==> src/plsc_defines.vh <==
// constants for the pll lock and search controller
`ifndef PLSC_DEFINES_VH
`define PLSC_DEFINES_VH
`define PLSC_CLK_HZ 20000000
`define PLSC_AVG_W 8
`define PLSC_AVG_MAX 8'hFF
`define PLSC_AVG_RST 8'h00
`define PLSC_LOCK_THR 8'h80
`define PLSC_CNT_W 4
`define PLSC_CNT_RST 4'h0
`define PLSC_HALF_BIT 3
`define PLSC_FREE_BIAS 8'h80
`define PLSC_HOLD_S 53
`define PLSC_HOLD_CYC (`PLSC_HOLD_S * `PLSC_CLK_HZ)
`define PLSC_SW_AUTO 2'h0
`define PLSC_SW_LOW 2'h1
`define PLSC_SW_HIGH 2'h2
`endif

==> src/plsc_top.v <==
// lock detection and search/free-run sequencing for the oscillator loop
`timescale 1ns/1ps
`include "plsc_defines.vh"
// Summary of operation
// - coincidence low only when both inputs high
// - lock when averaged level crosses midpoint
// - averaging rejects isolated beat pulses
// - on lock loss sweep with loop closed
// - sixteen count counter: eight search, eight free
// - free-run opens loop, applies fixed bias
// - repeated free-run command holds loop open
// - without command keep alternating until lock
// - falling free-run input forces search, or lock if locked, immediately
// - auto warning when either switch not auto
// - free-run indicator from phase, switch, command
// - lock warning when lock deasserted
// - rcv/xmt switch overrides external timing
// - free/search switch overrides free-run command at loop, bias and sweep
// - switch free to search restarts cycling
// - on lock stop sweep charging, let decay
// - sweep square wave clocks the counter
module plsc_top #(
	parameter HOLD_CYC = `PLSC_HOLD_CYC
) (
	input wire core_clk_i, // 20 MHz clock
	input wire reset_i, // sync reset, high
	input wire if_lim_i, // limited if signal
	input wire ref_lim_i, // limited reference signal
	input wire sweep_sq_i, // sweep oscillator square wave
	input wire cmd_free_i, // free-run command from command_source_module
	input wire cmd_strobe_i, // pulse: command issued
	input wire [1:0] loop_sw_i, // free/auto/search: 0 auto 1 search 2 free
	input wire [1:0] tr_sw_i, // rcv/auto/xmt: 0 auto 1 rcv 2 xmt
	input wire tr_time_i, // tr_timing_source: high transmit
	output reg coinc_n_o, // coincidence, low when both high
	output reg lock_o, // lock indication
	output reg sweep_chg_o, // sweep charging path closed
	output reg loop_closed_o, // loop switch closed
	output reg bias_en_o, // fixed bias applied
	output reg [7:0] bias_o, // fixed varactor bias code
	output reg transmit_o, // transmit when high
	output reg auto_warn_o, // auto warning led
	output reg free_led_o, // free-run led
	output reg lock_warn_o // lock warning led
);
	localparam ST_LOCK = 3'b001;
	localparam ST_SRCH = 3'b010;
	localparam ST_FREE = 3'b100;
	reg [`PLSC_AVG_W-1:0] avg_r;
	reg lock_r;
	reg [`PLSC_CNT_W-1:0] cnt_r;
	reg [2:0] st_r;
	reg [2:0] st_nxt;
	reg [31:0] hold_r;
	reg cmd_hold_r;
	reg free_sw_q_r;
	wire coinc_n;
	wire sq_q;
	wire cmd_q;
	wire cmd_fall;
	wire stb_q;
	wire [3:0] sw_q;
	wire [3:0] sw_all;
	wire ext_free;
	wire force_free;
	wire force_srch;
	wire sq_rise;
	reg sq_d_r;
	// every asynchronous input except the limited inputs and tr_time_i through its own synchroniser
	// the synchronisers add two cycles of latency to every switch, sweep and command decision;
	// at a sweep period of seconds that delay is invisible, and it
	// keeps metastable levels out of the one-hot state register
	plsc_sync u_sq (.clk_i(core_clk_i), .reset_i(reset_i), .d_i(sweep_sq_i),
		.q_o(sq_q), .fall_o());
	// the command level qualifies the strobe; its falling edge is the
	// search command, and it must act whatever the counter phase
	plsc_sync u_cmd (.clk_i(core_clk_i), .reset_i(reset_i), .d_i(cmd_free_i),
		.q_o(cmd_q), .fall_o(cmd_fall));
	// strobe is used as a level; a strobe shorter than two cycles may
	// be missed, so the command source must hold it for several cycles
	plsc_sync u_stb (.clk_i(core_clk_i), .reset_i(reset_i), .d_i(cmd_strobe_i),
		.q_o(stb_q), .fall_o());
	// both switches packed so one loop can synchronise all four bits
	assign sw_all = {tr_sw_i, loop_sw_i};
	genvar gi;
	generate
		for (gi = 0; gi < 4; gi = gi + 1) begin : g_sw
			wire sw_raw;
			assign sw_raw = sw_all[gi];
			plsc_sync u_sw (.clk_i(core_clk_i), .reset_i(reset_i), .d_i(sw_raw),
				.q_o(sw_q[gi]), .fall_o());
		end
	endgenerate
	// coincidence gate, combinational nand of the raw limited inputs;
	// it feeds only the average and a registered copy, so the raw
	// inputs need no synchroniser: a wrong sample moves the level by one
	assign coinc_n = ~(if_lim_i & ref_lim_i);
	// leaky up/down average: one step per cycle limits slew, so a lone
	// beat-note pulse cannot walk the level across the threshold
	always @(posedge core_clk_i) begin
		if (reset_i) begin
			avg_r <= `PLSC_AVG_RST;
			lock_r <= 1'b0;
		end else begin
			if (!coinc_n && avg_r != `PLSC_AVG_MAX)
				avg_r <= avg_r + 8'h01;
			else if (coinc_n && avg_r != `PLSC_AVG_RST)
				avg_r <= avg_r - 8'h01;
			lock_r <= (avg_r >= `PLSC_LOCK_THR);
		end
	end
	// sweep counter clocked on square-wave rising edges
	assign sq_rise = sq_q & ~sq_d_r;
	// command hold: strobe with free command restarts the hold window
	always @(posedge core_clk_i) begin
		if (reset_i) begin
			hold_r <= 32'h00000000;
			cmd_hold_r <= 1'b0;
			sq_d_r <= 1'b0;
			free_sw_q_r <= 1'b0;
		end else begin
			sq_d_r <= sq_q;
			free_sw_q_r <= force_free;
			if (stb_q && cmd_q) begin
				hold_r <= HOLD_CYC[31:0];
				cmd_hold_r <= 1'b1;
			end else if (cmd_fall || hold_r == 32'h00000001) begin
				hold_r <= 32'h00000000;
				cmd_hold_r <= 1'b0;
			end else if (hold_r != 32'h00000000) begin
				hold_r <= hold_r - 32'h00000001;
			end
		end
	end
	// switches win over the command input
	assign force_free = (sw_q[1:0] == `PLSC_SW_HIGH);
	assign force_srch = (sw_q[1:0] == `PLSC_SW_LOW);
	assign ext_free = force_free | (~force_srch & cmd_hold_r);
	// next state of the search/free-run sequencer
	// search and free-run each last eight sweep rises, taken from the
	// low three counter bits; the top bit only marks which half runs
	// limitation: free-run ignores lock, the loop is open there anyway
	always @* begin
		st_nxt = st_r;
		case (st_r)
			ST_LOCK: begin
				if (!lock_r)
					st_nxt = ST_SRCH;
			end
			ST_SRCH: begin
				if (lock_r)
					st_nxt = ST_LOCK;
				else if (sq_rise && cnt_r[`PLSC_HALF_BIT-1:0] == 3'h7)
					st_nxt = ST_FREE;
			end
			ST_FREE: begin
				if (sq_rise && cnt_r[`PLSC_HALF_BIT-1:0] == 3'h7)
					st_nxt = ST_SRCH;
			end
			default: st_nxt = ST_SRCH;
		endcase
		// falling free-run input, or switch leaving free, forces search, or lock if locked
		if (cmd_fall || (free_sw_q_r && !force_free))
			st_nxt = lock_r ? ST_LOCK : ST_SRCH;
	end
	// state and counter registers
	always @(posedge core_clk_i) begin
		if (reset_i) begin
			st_r <= ST_SRCH;
			cnt_r <= `PLSC_CNT_RST;
		end else begin
			st_r <= st_nxt;
			if (lock_r || cmd_fall || (free_sw_q_r && !force_free))
				cnt_r <= `PLSC_CNT_RST;
			else if (sq_rise)
				cnt_r <= cnt_r + 4'h1;
		end
	end
	// registered outputs; external free-run overrides the sequencer
	// every output comes from a flop so the leds and analog switches
	// never see glitches from the next-state decode
	always @(posedge core_clk_i) begin
		if (reset_i) begin
			coinc_n_o <= 1'b1;
			lock_o <= 1'b0;
			sweep_chg_o <= 1'b0;
			loop_closed_o <= 1'b1;
			bias_en_o <= 1'b0;
			bias_o <= `PLSC_FREE_BIAS;
			transmit_o <= 1'b0;
			auto_warn_o <= 1'b0;
			free_led_o <= 1'b0;
			lock_warn_o <= 1'b1;
		end else begin
			coinc_n_o <= coinc_n;
			lock_o <= lock_r;
			// charging path opened on lock so the ramp decays slowly
			sweep_chg_o <= (st_r == ST_SRCH) & ~ext_free;
			loop_closed_o <= ~((st_r == ST_FREE) | ext_free);
			bias_en_o <= (st_r == ST_FREE) | ext_free;
			bias_o <= `PLSC_FREE_BIAS;
			if (sw_q[3:2] == `PLSC_SW_LOW)
				transmit_o <= 1'b0;
			else if (sw_q[3:2] == `PLSC_SW_HIGH)
				transmit_o <= 1'b1;
			else
				transmit_o <= tr_time_i;
			auto_warn_o <= (sw_q[1:0] != `PLSC_SW_AUTO) | (sw_q[3:2] != `PLSC_SW_AUTO);
			free_led_o <= (st_r == ST_FREE) | force_free | cmd_hold_r;
			lock_warn_o <= ~lock_r;
		end
	end
endmodule // plsc_top

==> src/plsc_sync.v <==
// two flop synchroniser plus edge detector for one level
`timescale 1ns/1ps
module plsc_sync (
	input wire clk_i, // clock
	input wire reset_i, // sync reset
	input wire d_i, // async level
	output wire q_o, // synchronised level
	output wire fall_o // one cycle on falling edge
);
	reg s1_r;
	reg s2_r;
	reg s3_r;
	// first flop feeds only the second
	always @(posedge clk_i) begin
		if (reset_i) begin
			s1_r <= 1'b0;
			s2_r <= 1'b0;
			s3_r <= 1'b0;
		end else begin
			s1_r <= d_i;
			s2_r <= s1_r;
			s3_r <= s2_r;
		end
	end
	assign q_o = s2_r;
	assign fall_o = s3_r & ~s2_r;
endmodule // plsc_sync

==> config.mk <==
export PLATFORM = sky130hd
export DESIGN_NAME = plsc_top
export DESIGN_NICKNAME = d
export VERILOG_FILES = /design/src/plsc_top.v /design/src/plsc_sync.v
export VERILOG_INCLUDE_DIRS = /design/src
export SDC_FILE = /design/constraint.sdc
export NUM_CORES = 1
export LEC_CHECK = 0
export BUFFER_PORTS_ARGS = -buffer_cell sky130_fd_sc_hd__buf_2
export CORE_UTILIZATION = 40
export CTS_CLUSTER_DIAMETER = 50
export CTS_CLUSTER_SIZE = 20
export DETAILED_ROUTE_END_ITERATION = 7
export PLACE_DENSITY_LB_ADDON = 0.1
export SYNTH_ARGS = -nofsm -noshare
export SYNTH_HDL_FRONTEND = slang
export SYNTH_HIERARCHICAL = 1
export SYNTH_SLANG_ARGS = --single-unit
==> constraint.sdc <==
create_clock -name core_clk_i -period 3.8 [get_ports core_clk_i]
set_clock_uncertainty 0.15 [all_clocks]
set_input_delay 0.95 -clock core_clk_i [delete_from_list [all_inputs] [get_ports core_clk_i]]
set_output_delay 0.95 -clock core_clk_i [all_outputs]
set_load 0.02 [all_outputs]
==> results of run 1 <==
final cells by class:
class	count	area, um^2	area share
multi-input combinational	291	1910	0.493
sequential	74	1480	0.383
tap	105	131	0.0340
timing repair buffer	24	130	0.0337
clock buffer	9	124	0.0320
clock inverter	7	65.1	0.0168
inverter	7	26.3	0.00680
stage by stage:
step,area [um^2],instances
after floorplan,3560,394
after global placement,3680,501
final,3860,517
after detailed placement,3680,501
after global routing,3860,517
after CTS,3860,517
worst paths after layout:
path,start,endpoint,slack [ps],cells after the start
worst max-delay path,avg_r[0]$_SDFFE_PP0P_,avg_r[6]$_SDFFE_PP0P_,920,8
worst min-delay path,u_stb/s1_r$_SDFF_PP0_,u_stb/q_o$_SDFF_PP0_,290,1
worst max register to register,avg_r[0]$_SDFFE_PP0P_,avg_r[6]$_SDFFE_PP0P_,920,8
worst min register to register,u_stb/s1_r$_SDFF_PP0_,u_stb/q_o$_SDFF_PP0_,290,1
state kept, by name, indices dropped and copies added (netlist names), 3 cells and up:
register,flops
g_sw.u_sw/s1_r,4
avg_r,8
hold_r,32
g_sw.u_sw/q_o,4
st_r,3
cnt_r,3
routing by layer:
metal	global-route usage	vias up	part of all wire
met5	0	-	0
met4	0.0522	0	0.0079
met3	0.0403	7	0.031
met2	0.249	48	0.44
met1	0.239	1346	0.52
li1	-	1448	-
power by group:
group | internal (mW) | switching [mW]
sequential | 0.982 | 0.187
combinational | 0.806 | 1.13
clock | 0.255 | 0.340
==> flow_summary.ini, run 1 <==
[clocking]
insertion_delay_ps = 350
post_cts_resized = 0
cts_made_buffers = 9
post_cts_buffers = 0
cts.sinks = 74
cts_tree = yes
cts_root_buffer = clkbuf_8
clk_path_buf_depth = 2
clk_transition_reported_paths_ps = 90
htree_levels = 3
holdBufCountCts = 0

[synthesis]
syn-cell-area_um2 = 3540
avgSynthCellArea_um2 = 9.11
synth_cells = 388
synth_warnings = 6

[detailed_routing]
drtPass1Iterations = 4
routed_wirelength_mm = 7.26
vias = 2849
drc = 0
drtIter0Drc = 117
wl_per_cell_um = 14.0
antenna_left = 0
viasPerCell = 5.51

[placed_design]
dp_hpwl_mm = 5.05
pre_cts_slack_ps = 591
numPortBuffers = 20
gp_congestion = 0.828

[worst_setup_path]
crit_fanout = 10
slowest_stage = o21bai_1
crit_required_ps = 3880
crit_chain = nand4_1 -> o21bai_1 -> ha_1 -> a21o_1 -> a311o_1 -> a21oi_1 -> xor2_1 -> o22ai_1
path_buf_inv = 0
slowest_delay_ps = 640
critPathLaunchType = flip-flop
path_class = reg2reg
worst-endpoint-arrival_ps = 2960
critPathTopFamily = compound AO/OA/AOI/OAI gates
end_kind = flip-flop

[pwr]
total_power_mw = 3.70
cellLeakagePower_nw = 1.52
peakVddDrop_uv = 446
power_density_nw_per_um2 = 958

[cells_and_area]
antennaDiodeCount = 0
fin_nets = 430
final_layout_size_suffix_gt1_frac = 0.148
fill_cells = 841
layout_common_cells = dfxtp_1, a21oi_1, nor2b_1, nor2_1
post-route-util = 0.461
final_common_cell = dfxtp_1
area_delta_synth_final_pct = 9.31

[sta]
hold_viol_final = 0
finalCritPeriodShare = 0.757
postLayoutSetupSlackWorst_ps = 922
max-slew-margin-rel = 0.476
holdWs_ps = 292
rsz0062_at_grt = no
fin_crit_ps = 2880
fin_tns_setup_ps = 0
finalMaxSlewViolations = 0
worstMarginPinSlew_ps = 784
setup-violations-final = 0
max_freq_mhz = 347

[floorplan]
dieArea_um2 = 9220
die_w_um = 96.0
core_area_um2 = 8380
num_io_pins = 29
start_util = 0.422
rows = 33
die_h_um = 96.0

[global_routing]
grt_pass1_vias = 2489
grt_max_degree = 46
antenna_found_initial = 0
grt.overflow.total = 0
track_usage = 0.168
grt_pass1_wl_mm = 11.8

[outcome]
status = finished, final reports clean

[job]
drv_cap = 0

[hold_path]
hp-class = reg2reg
Note: power is estimated with default switching activity, not from simulation.
==> inputs of run 2 (changes only) <==
Clock period 3.8 ns to 2.62 ns, I/O delays scaled along.
==> run 2 against run 1 <==
Non-clock buffer count grew 30. Fmax increased by 13%. Routed wire length is 7.7% higher. Via count rose by 4.3%. Critical path type unchanged. Largest cell class unchanged. Power increased by 62%. Clock power rose by 57%. Largest power group unchanged. Cell area increased by 7.4%. Critical endpoint is now hold_r[20]$_SDFFE_PP0N_.
==> flow_summary.ini, run 2 (same netlist as run 1, synthesis figures left out) <==
[detailed_routing]
antenna_left = 0
vias = 2971
wl_per_cell_um = 14.3
drc = 0
viasPerCell = 5.42
drtPass1Iterations = 4
routed_wirelength_mm = 7.82
drtIter0Drc = 156

[floorplan]
start_util = 0.422
die_w_um = 96.0
die_h_um = 96.0
core_area_um2 = 8380
rows = 33
dieArea_um2 = 9220
num_io_pins = 29

[global_routing]
antenna_found_initial = 0
grt_pass1_vias = 2730
grt_pass1_wl_mm = 13.1
grt_max_degree = 23
grt.overflow.total = 0
track_usage = 0.188

[worst_setup_path]
end_kind = flip-flop
crit_required_ps = 2750
path_class = reg2reg
worst-endpoint-arrival_ps = 2680
critPathLaunchType = flip-flop
reg2reg_slack_ps = 70
crit_fanout = 4

[sta]
max_freq_mhz = 392
finalCritPeriodShare = 0.973
fin_crit_ps = 2550
finalMaxSlewViolations = 0
hold_viol_final = 0
setup-violations-final = 0
holdWs_ps = 292
max-slew-margin-rel = 0.584
fin_tns_setup_ps = 0
rsz0062_at_grt = yes
worstMarginPinSlew_ps = 622

[cells_and_area]
fin_nets = 461
multi_input_area_um2 = 1950
final_common_cell = dfxtp_1
post-route-util = 0.495
antennaDiodeCount = 0
regMostFlops = hold_r
final_layout_size_suffix_gt1_frac = 0.217
fin_cells = 548
area_delta_synth_final_pct = 17.4
fill_cells = 827
regArea_um2 = 1480
layout_common_cells = dfxtp_1, a21oi_1, buf_4, nor2b_1, nor2_1
biggestRegsByFlops = hold_r: 32 flops, avg_r: 8 flops
largest_reg_flops = 32

[clocking]
cts_root_buffer = clkbuf_8
cts_tree = yes
cts.sinks = 74
cts_made_buffers = 9
clk_transition_reported_paths_ps = 90
clk_path_buf_depth = 2
holdBufCountCts = 0
post_cts_buffers = 0
htree_levels = 3
insertion_delay_ps = 350

[hold_path]
hp-class = reg2reg

[pwr]
power_density_nw_per_um2 = 1440
cellLeakagePower_nw = 1.69
peakVddDrop_uv = 638
total_power_mw = 5.99

[placed_design]
dp_cells = 531
gp_congestion = 0.826
dp_hpwl_mm = 5.54
numPortBuffers = 20

[job]
drv_cap = 0

[outcome]
status = finished, final reports clean
[run 2: cell types whose count changed in the layout (fill, tap and decap cells not counted), sizes merged]
| cell | before | now |
|---|---|---|
| clkbuf | 9 | 10 |
| clkinvlp | 1 | 0 |
| nand3 | 9 | 10 |
| clkinv | 0 | 3 |
| buf | 24 | 54 |
| inv | 13 | 9 |
| bufinv | 0 | 1 |
[run 2: layer usage]
layer | routed length [um] | vias up | global-route usage
li1 | - | 1521 | -
met2 | 3430 | 67 | 0.277
met5 | 0 | - | 0
met1 | 3870 | 1373 | 0.263
met4 | 113 | 0 | 0.0572
met3 | 399 | 10 | 0.0561
[run 2: per-stage QoR]
stage	setup slack, ps	cell area [um^2]
floorplan	3.05	3560
finish	70.1	4150
global route	-2.69	4150
global placement	-3.70	3910
CTS	38.2	4120
detailed placement	-87.3	3910
[run 2: final cells by class]
type	count	area share
clock inverter	6	0.0178
inverter	7	0.00633
sequential	74	0.357
tap	105	0.0316
multi-input combinational	292	0.469
clock buffer	10	0.0331
timing repair buffer	54	0.0856
[run 2: worst max-delay path: stages, from the launching register on]
cell	delay [ps]
dfxtp_1	330
inv_1	100
ha_2	200
or4b_2	630
nor4_1	330
buf_4	190
o21ai_0	110
or3_1	320
a21oi_1	140
[run 2: what timing repair did]
item	in CTS	in global routing
resized for setup	0	6
setup endpoints to repair	0	18
endpoints found under the hold margin	0	0
[run 2: where the power goes]
group	internal [mW]	switching [mW]	total (mW)	leakage, nW
Clock	0.478	0.458	0.936	0.107
Combinational	1.59	1.78	3.38	0.978
Sequential	1.43	0.257	1.68	0.608
Total	3.50	2.50	5.99	1.69
[run 2: path summary, 6_finish.rpt]
kind                                                   start                          end  depth (start not counted)
worst max-delay path                  hold_r[0]$_SDFFE_PP0N_      hold_r[20]$_SDFFE_PP0N_                          8
worst min-delay path            g_sw[3].u_sw/s1_r$_SDFF_PP0_  g_sw[3].u_sw/q_o$_SDFF_PP0_                          1
worst max register to register        hold_r[0]$_SDFFE_PP0N_      hold_r[20]$_SDFFE_PP0N_                          8
worst min register to register  g_sw[3].u_sw/s1_r$_SDFF_PP0_  g_sw[3].u_sw/q_o$_SDFF_PP0_                          1
==> inputs of run 3 (changes only) <==
Settings changed: CORE_MARGIN from default to 3, HOLD_SLACK_MARGIN from default to 0.08.
==> run 3 against run 2 <==
Clock power hardly changed. Largest power group unchanged. Combinational power up 1%. Core utilization is 0.12 points lower. Power grew 0.54%. Fmax grew 0.57%. Critical endpoint is now hold_r[30]$_SDFFE_PP0N_. Highest routed layer unchanged.
==> flow_summary.ini, run 3 (same netlist as run 1, synthesis figures left out) <==
[pwr]
power_density_nw_per_um2 = 1450
clkPwrFrac = 0.155
intPower_mw = 3.48
p_comb_frac = 0.567
seqPwrFrac = 0.277
cellLeakagePower_nw = 1.69
p_sw_mw = 2.54
switching_share = 0.422
peakVddDrop_uv = 628
total_power_mw = 6.03

[cells_and_area]
fin_nets = 460
antennaDiodeCount = 0
final_common_cell = dfxtp_1
layout_common_cells = dfxtp_1, a21oi_1, buf_4, nor2b_1, nor2_1
fin_cells = 547
final_layout_size_suffix_gt1_frac = 0.213
design_area_um2 = 4140
largest_reg_flops = 32
post-route-util = 0.494
regMostFlops = hold_r
area_delta_synth_final_pct = 17.2
biggestRegsByFlops = hold_r: 32 flops, avg_r: 8 flops

[sta]
finalMaxSlewViolations = 0
hold_viol_final = 0
max_freq_mhz = 394
worstMarginPinSlew_ps = 641
postLayoutSetupSlackWorst_ps = 84.5
fin_tns_setup_ps = 0
fin_crit_ps = 2540
holdWs_ps = 293
finalCritPeriodShare = 0.968
max-slew-margin-rel = 0.571
setup-violations-final = 0
rsz0062_at_grt = no

[placed_design]
pre_cts_slack_ps = -16.0
dp_cells = 530
placed_area_um2 = 3900
dp_hpwl_mm = 5.50
gp_congestion = 0.843
numPortBuffers = 20

[detailed_routing]
antenna_left = 0
routed_wirelength_mm = 7.88
drc = 0
drtIter0Drc = 126
viasPerCell = 5.43
wl_per_cell_um = 14.4
drtPass1Iterations = 4
vias = 2970

[clocking]
cts_made_buffers = 9
cts_tree = yes
cts_root_buffer = clkbuf_8
cts.sinks = 74
htree_levels = 3
post_cts_buffers = 0
clk_transition_reported_paths_ps = 90
insertion_delay_ps = 360
clk_path_buf_depth = 2

[floorplan]
num_io_pins = 29
core_area_um2 = 8380
dieArea_um2 = 10000
rows = 33
die_w_um = 100
start_util = 0.422
die_h_um = 100

[hold_path]
hp-class = reg2reg

[global_routing]
grt_pass1_wl_mm = 13.0
grt.overflow.total = 0
track_usage = 0.162
grt_pass1_vias = 2730
grt_max_degree = 20
antenna_found_initial = 0

[worst_setup_path]
crit_fanout = 10
end_kind = flip-flop
critPathLaunchType = flip-flop
path_buf_inv = 0
crit_required_ps = 2700
critPathMostFrequentCell = or4_4
crit_chain = or4_4 -> or4_1 -> or4_4 -> nand3_4 -> a21oi_1
slowest_stage = or4_4
slowest_delay_ps = 600
worst-endpoint-arrival_ps = 2620
critPathTopFamily = simple AND/OR/NAND/NOR gates
path_class = reg2reg

[outcome]
status = finished, final reports clean

[job]
drv_cap = 0
-- run 3: what timing repair did --
action | in CTS | in global routing
pin swaps | 0 | 2
resized for setup | 2 | 3
hold buffers | 0 | 0
setup endpoints to repair | 1 | 26
cloned | 0 | 1
endpoints found under the hold margin | 0 | 0
-- run 3: layer usage --
| metal | wire length [um] | up-vias | GRT usage |
|---|---|---|---|
| met1 | 4010 | 1384 | 0.221 |
| li1 | - | 1527 | - |
| met5 | 0 | - | 0 |
| met2 | 3470 | 47 | 0.246 |
| met4 | 130 | 0 | 0.0767 |
| met3 | 263 | 12 | 0.0327 |
-- run 3: final cells by class --
type | count | area (um^2)
clock inverters | 7 | 86.3
fillers | 841 | 4240
repair buffers | 53 | 352
well taps | 105 | 131
multi-input cells | 292 | 1940
flip-flops and latches | 74 | 1480
clock buffers | 9 | 124
inverters | 7 | 26.3
-- run 3: path summary, 6_finish.rpt --
check        slack (ps)                     endpoint                    startpoint  cells after the start
max                  80      hold_r[30]$_SDFFE_PP0N_       hold_r[26]$_SDFFE_PP0P_                      5
min                 290  g_sw[0].u_sw/q_o$_SDFF_PP0_  g_sw[0].u_sw/s1_r$_SDFF_PP0_                      1
min reg2reg         290  g_sw[0].u_sw/q_o$_SDFF_PP0_  g_sw[0].u_sw/s1_r$_SDFF_PP0_                      1
max reg2reg          80      hold_r[30]$_SDFFE_PP0N_       hold_r[26]$_SDFFE_PP0P_                      5
-- run 3: power groups by stage --
stage	Clock, mW	Sequential (mW)	Combinational [mW]
2_1_floorplan	0	1.66	2.31
3_3_place_gp	0	1.69	3.29
3_5_place_dp	0	1.69	3.33
4_1_cts	0.972	1.67	3.38
5_1_grt	1.02	1.72	3.78
6_report	0.936	1.67	3.42
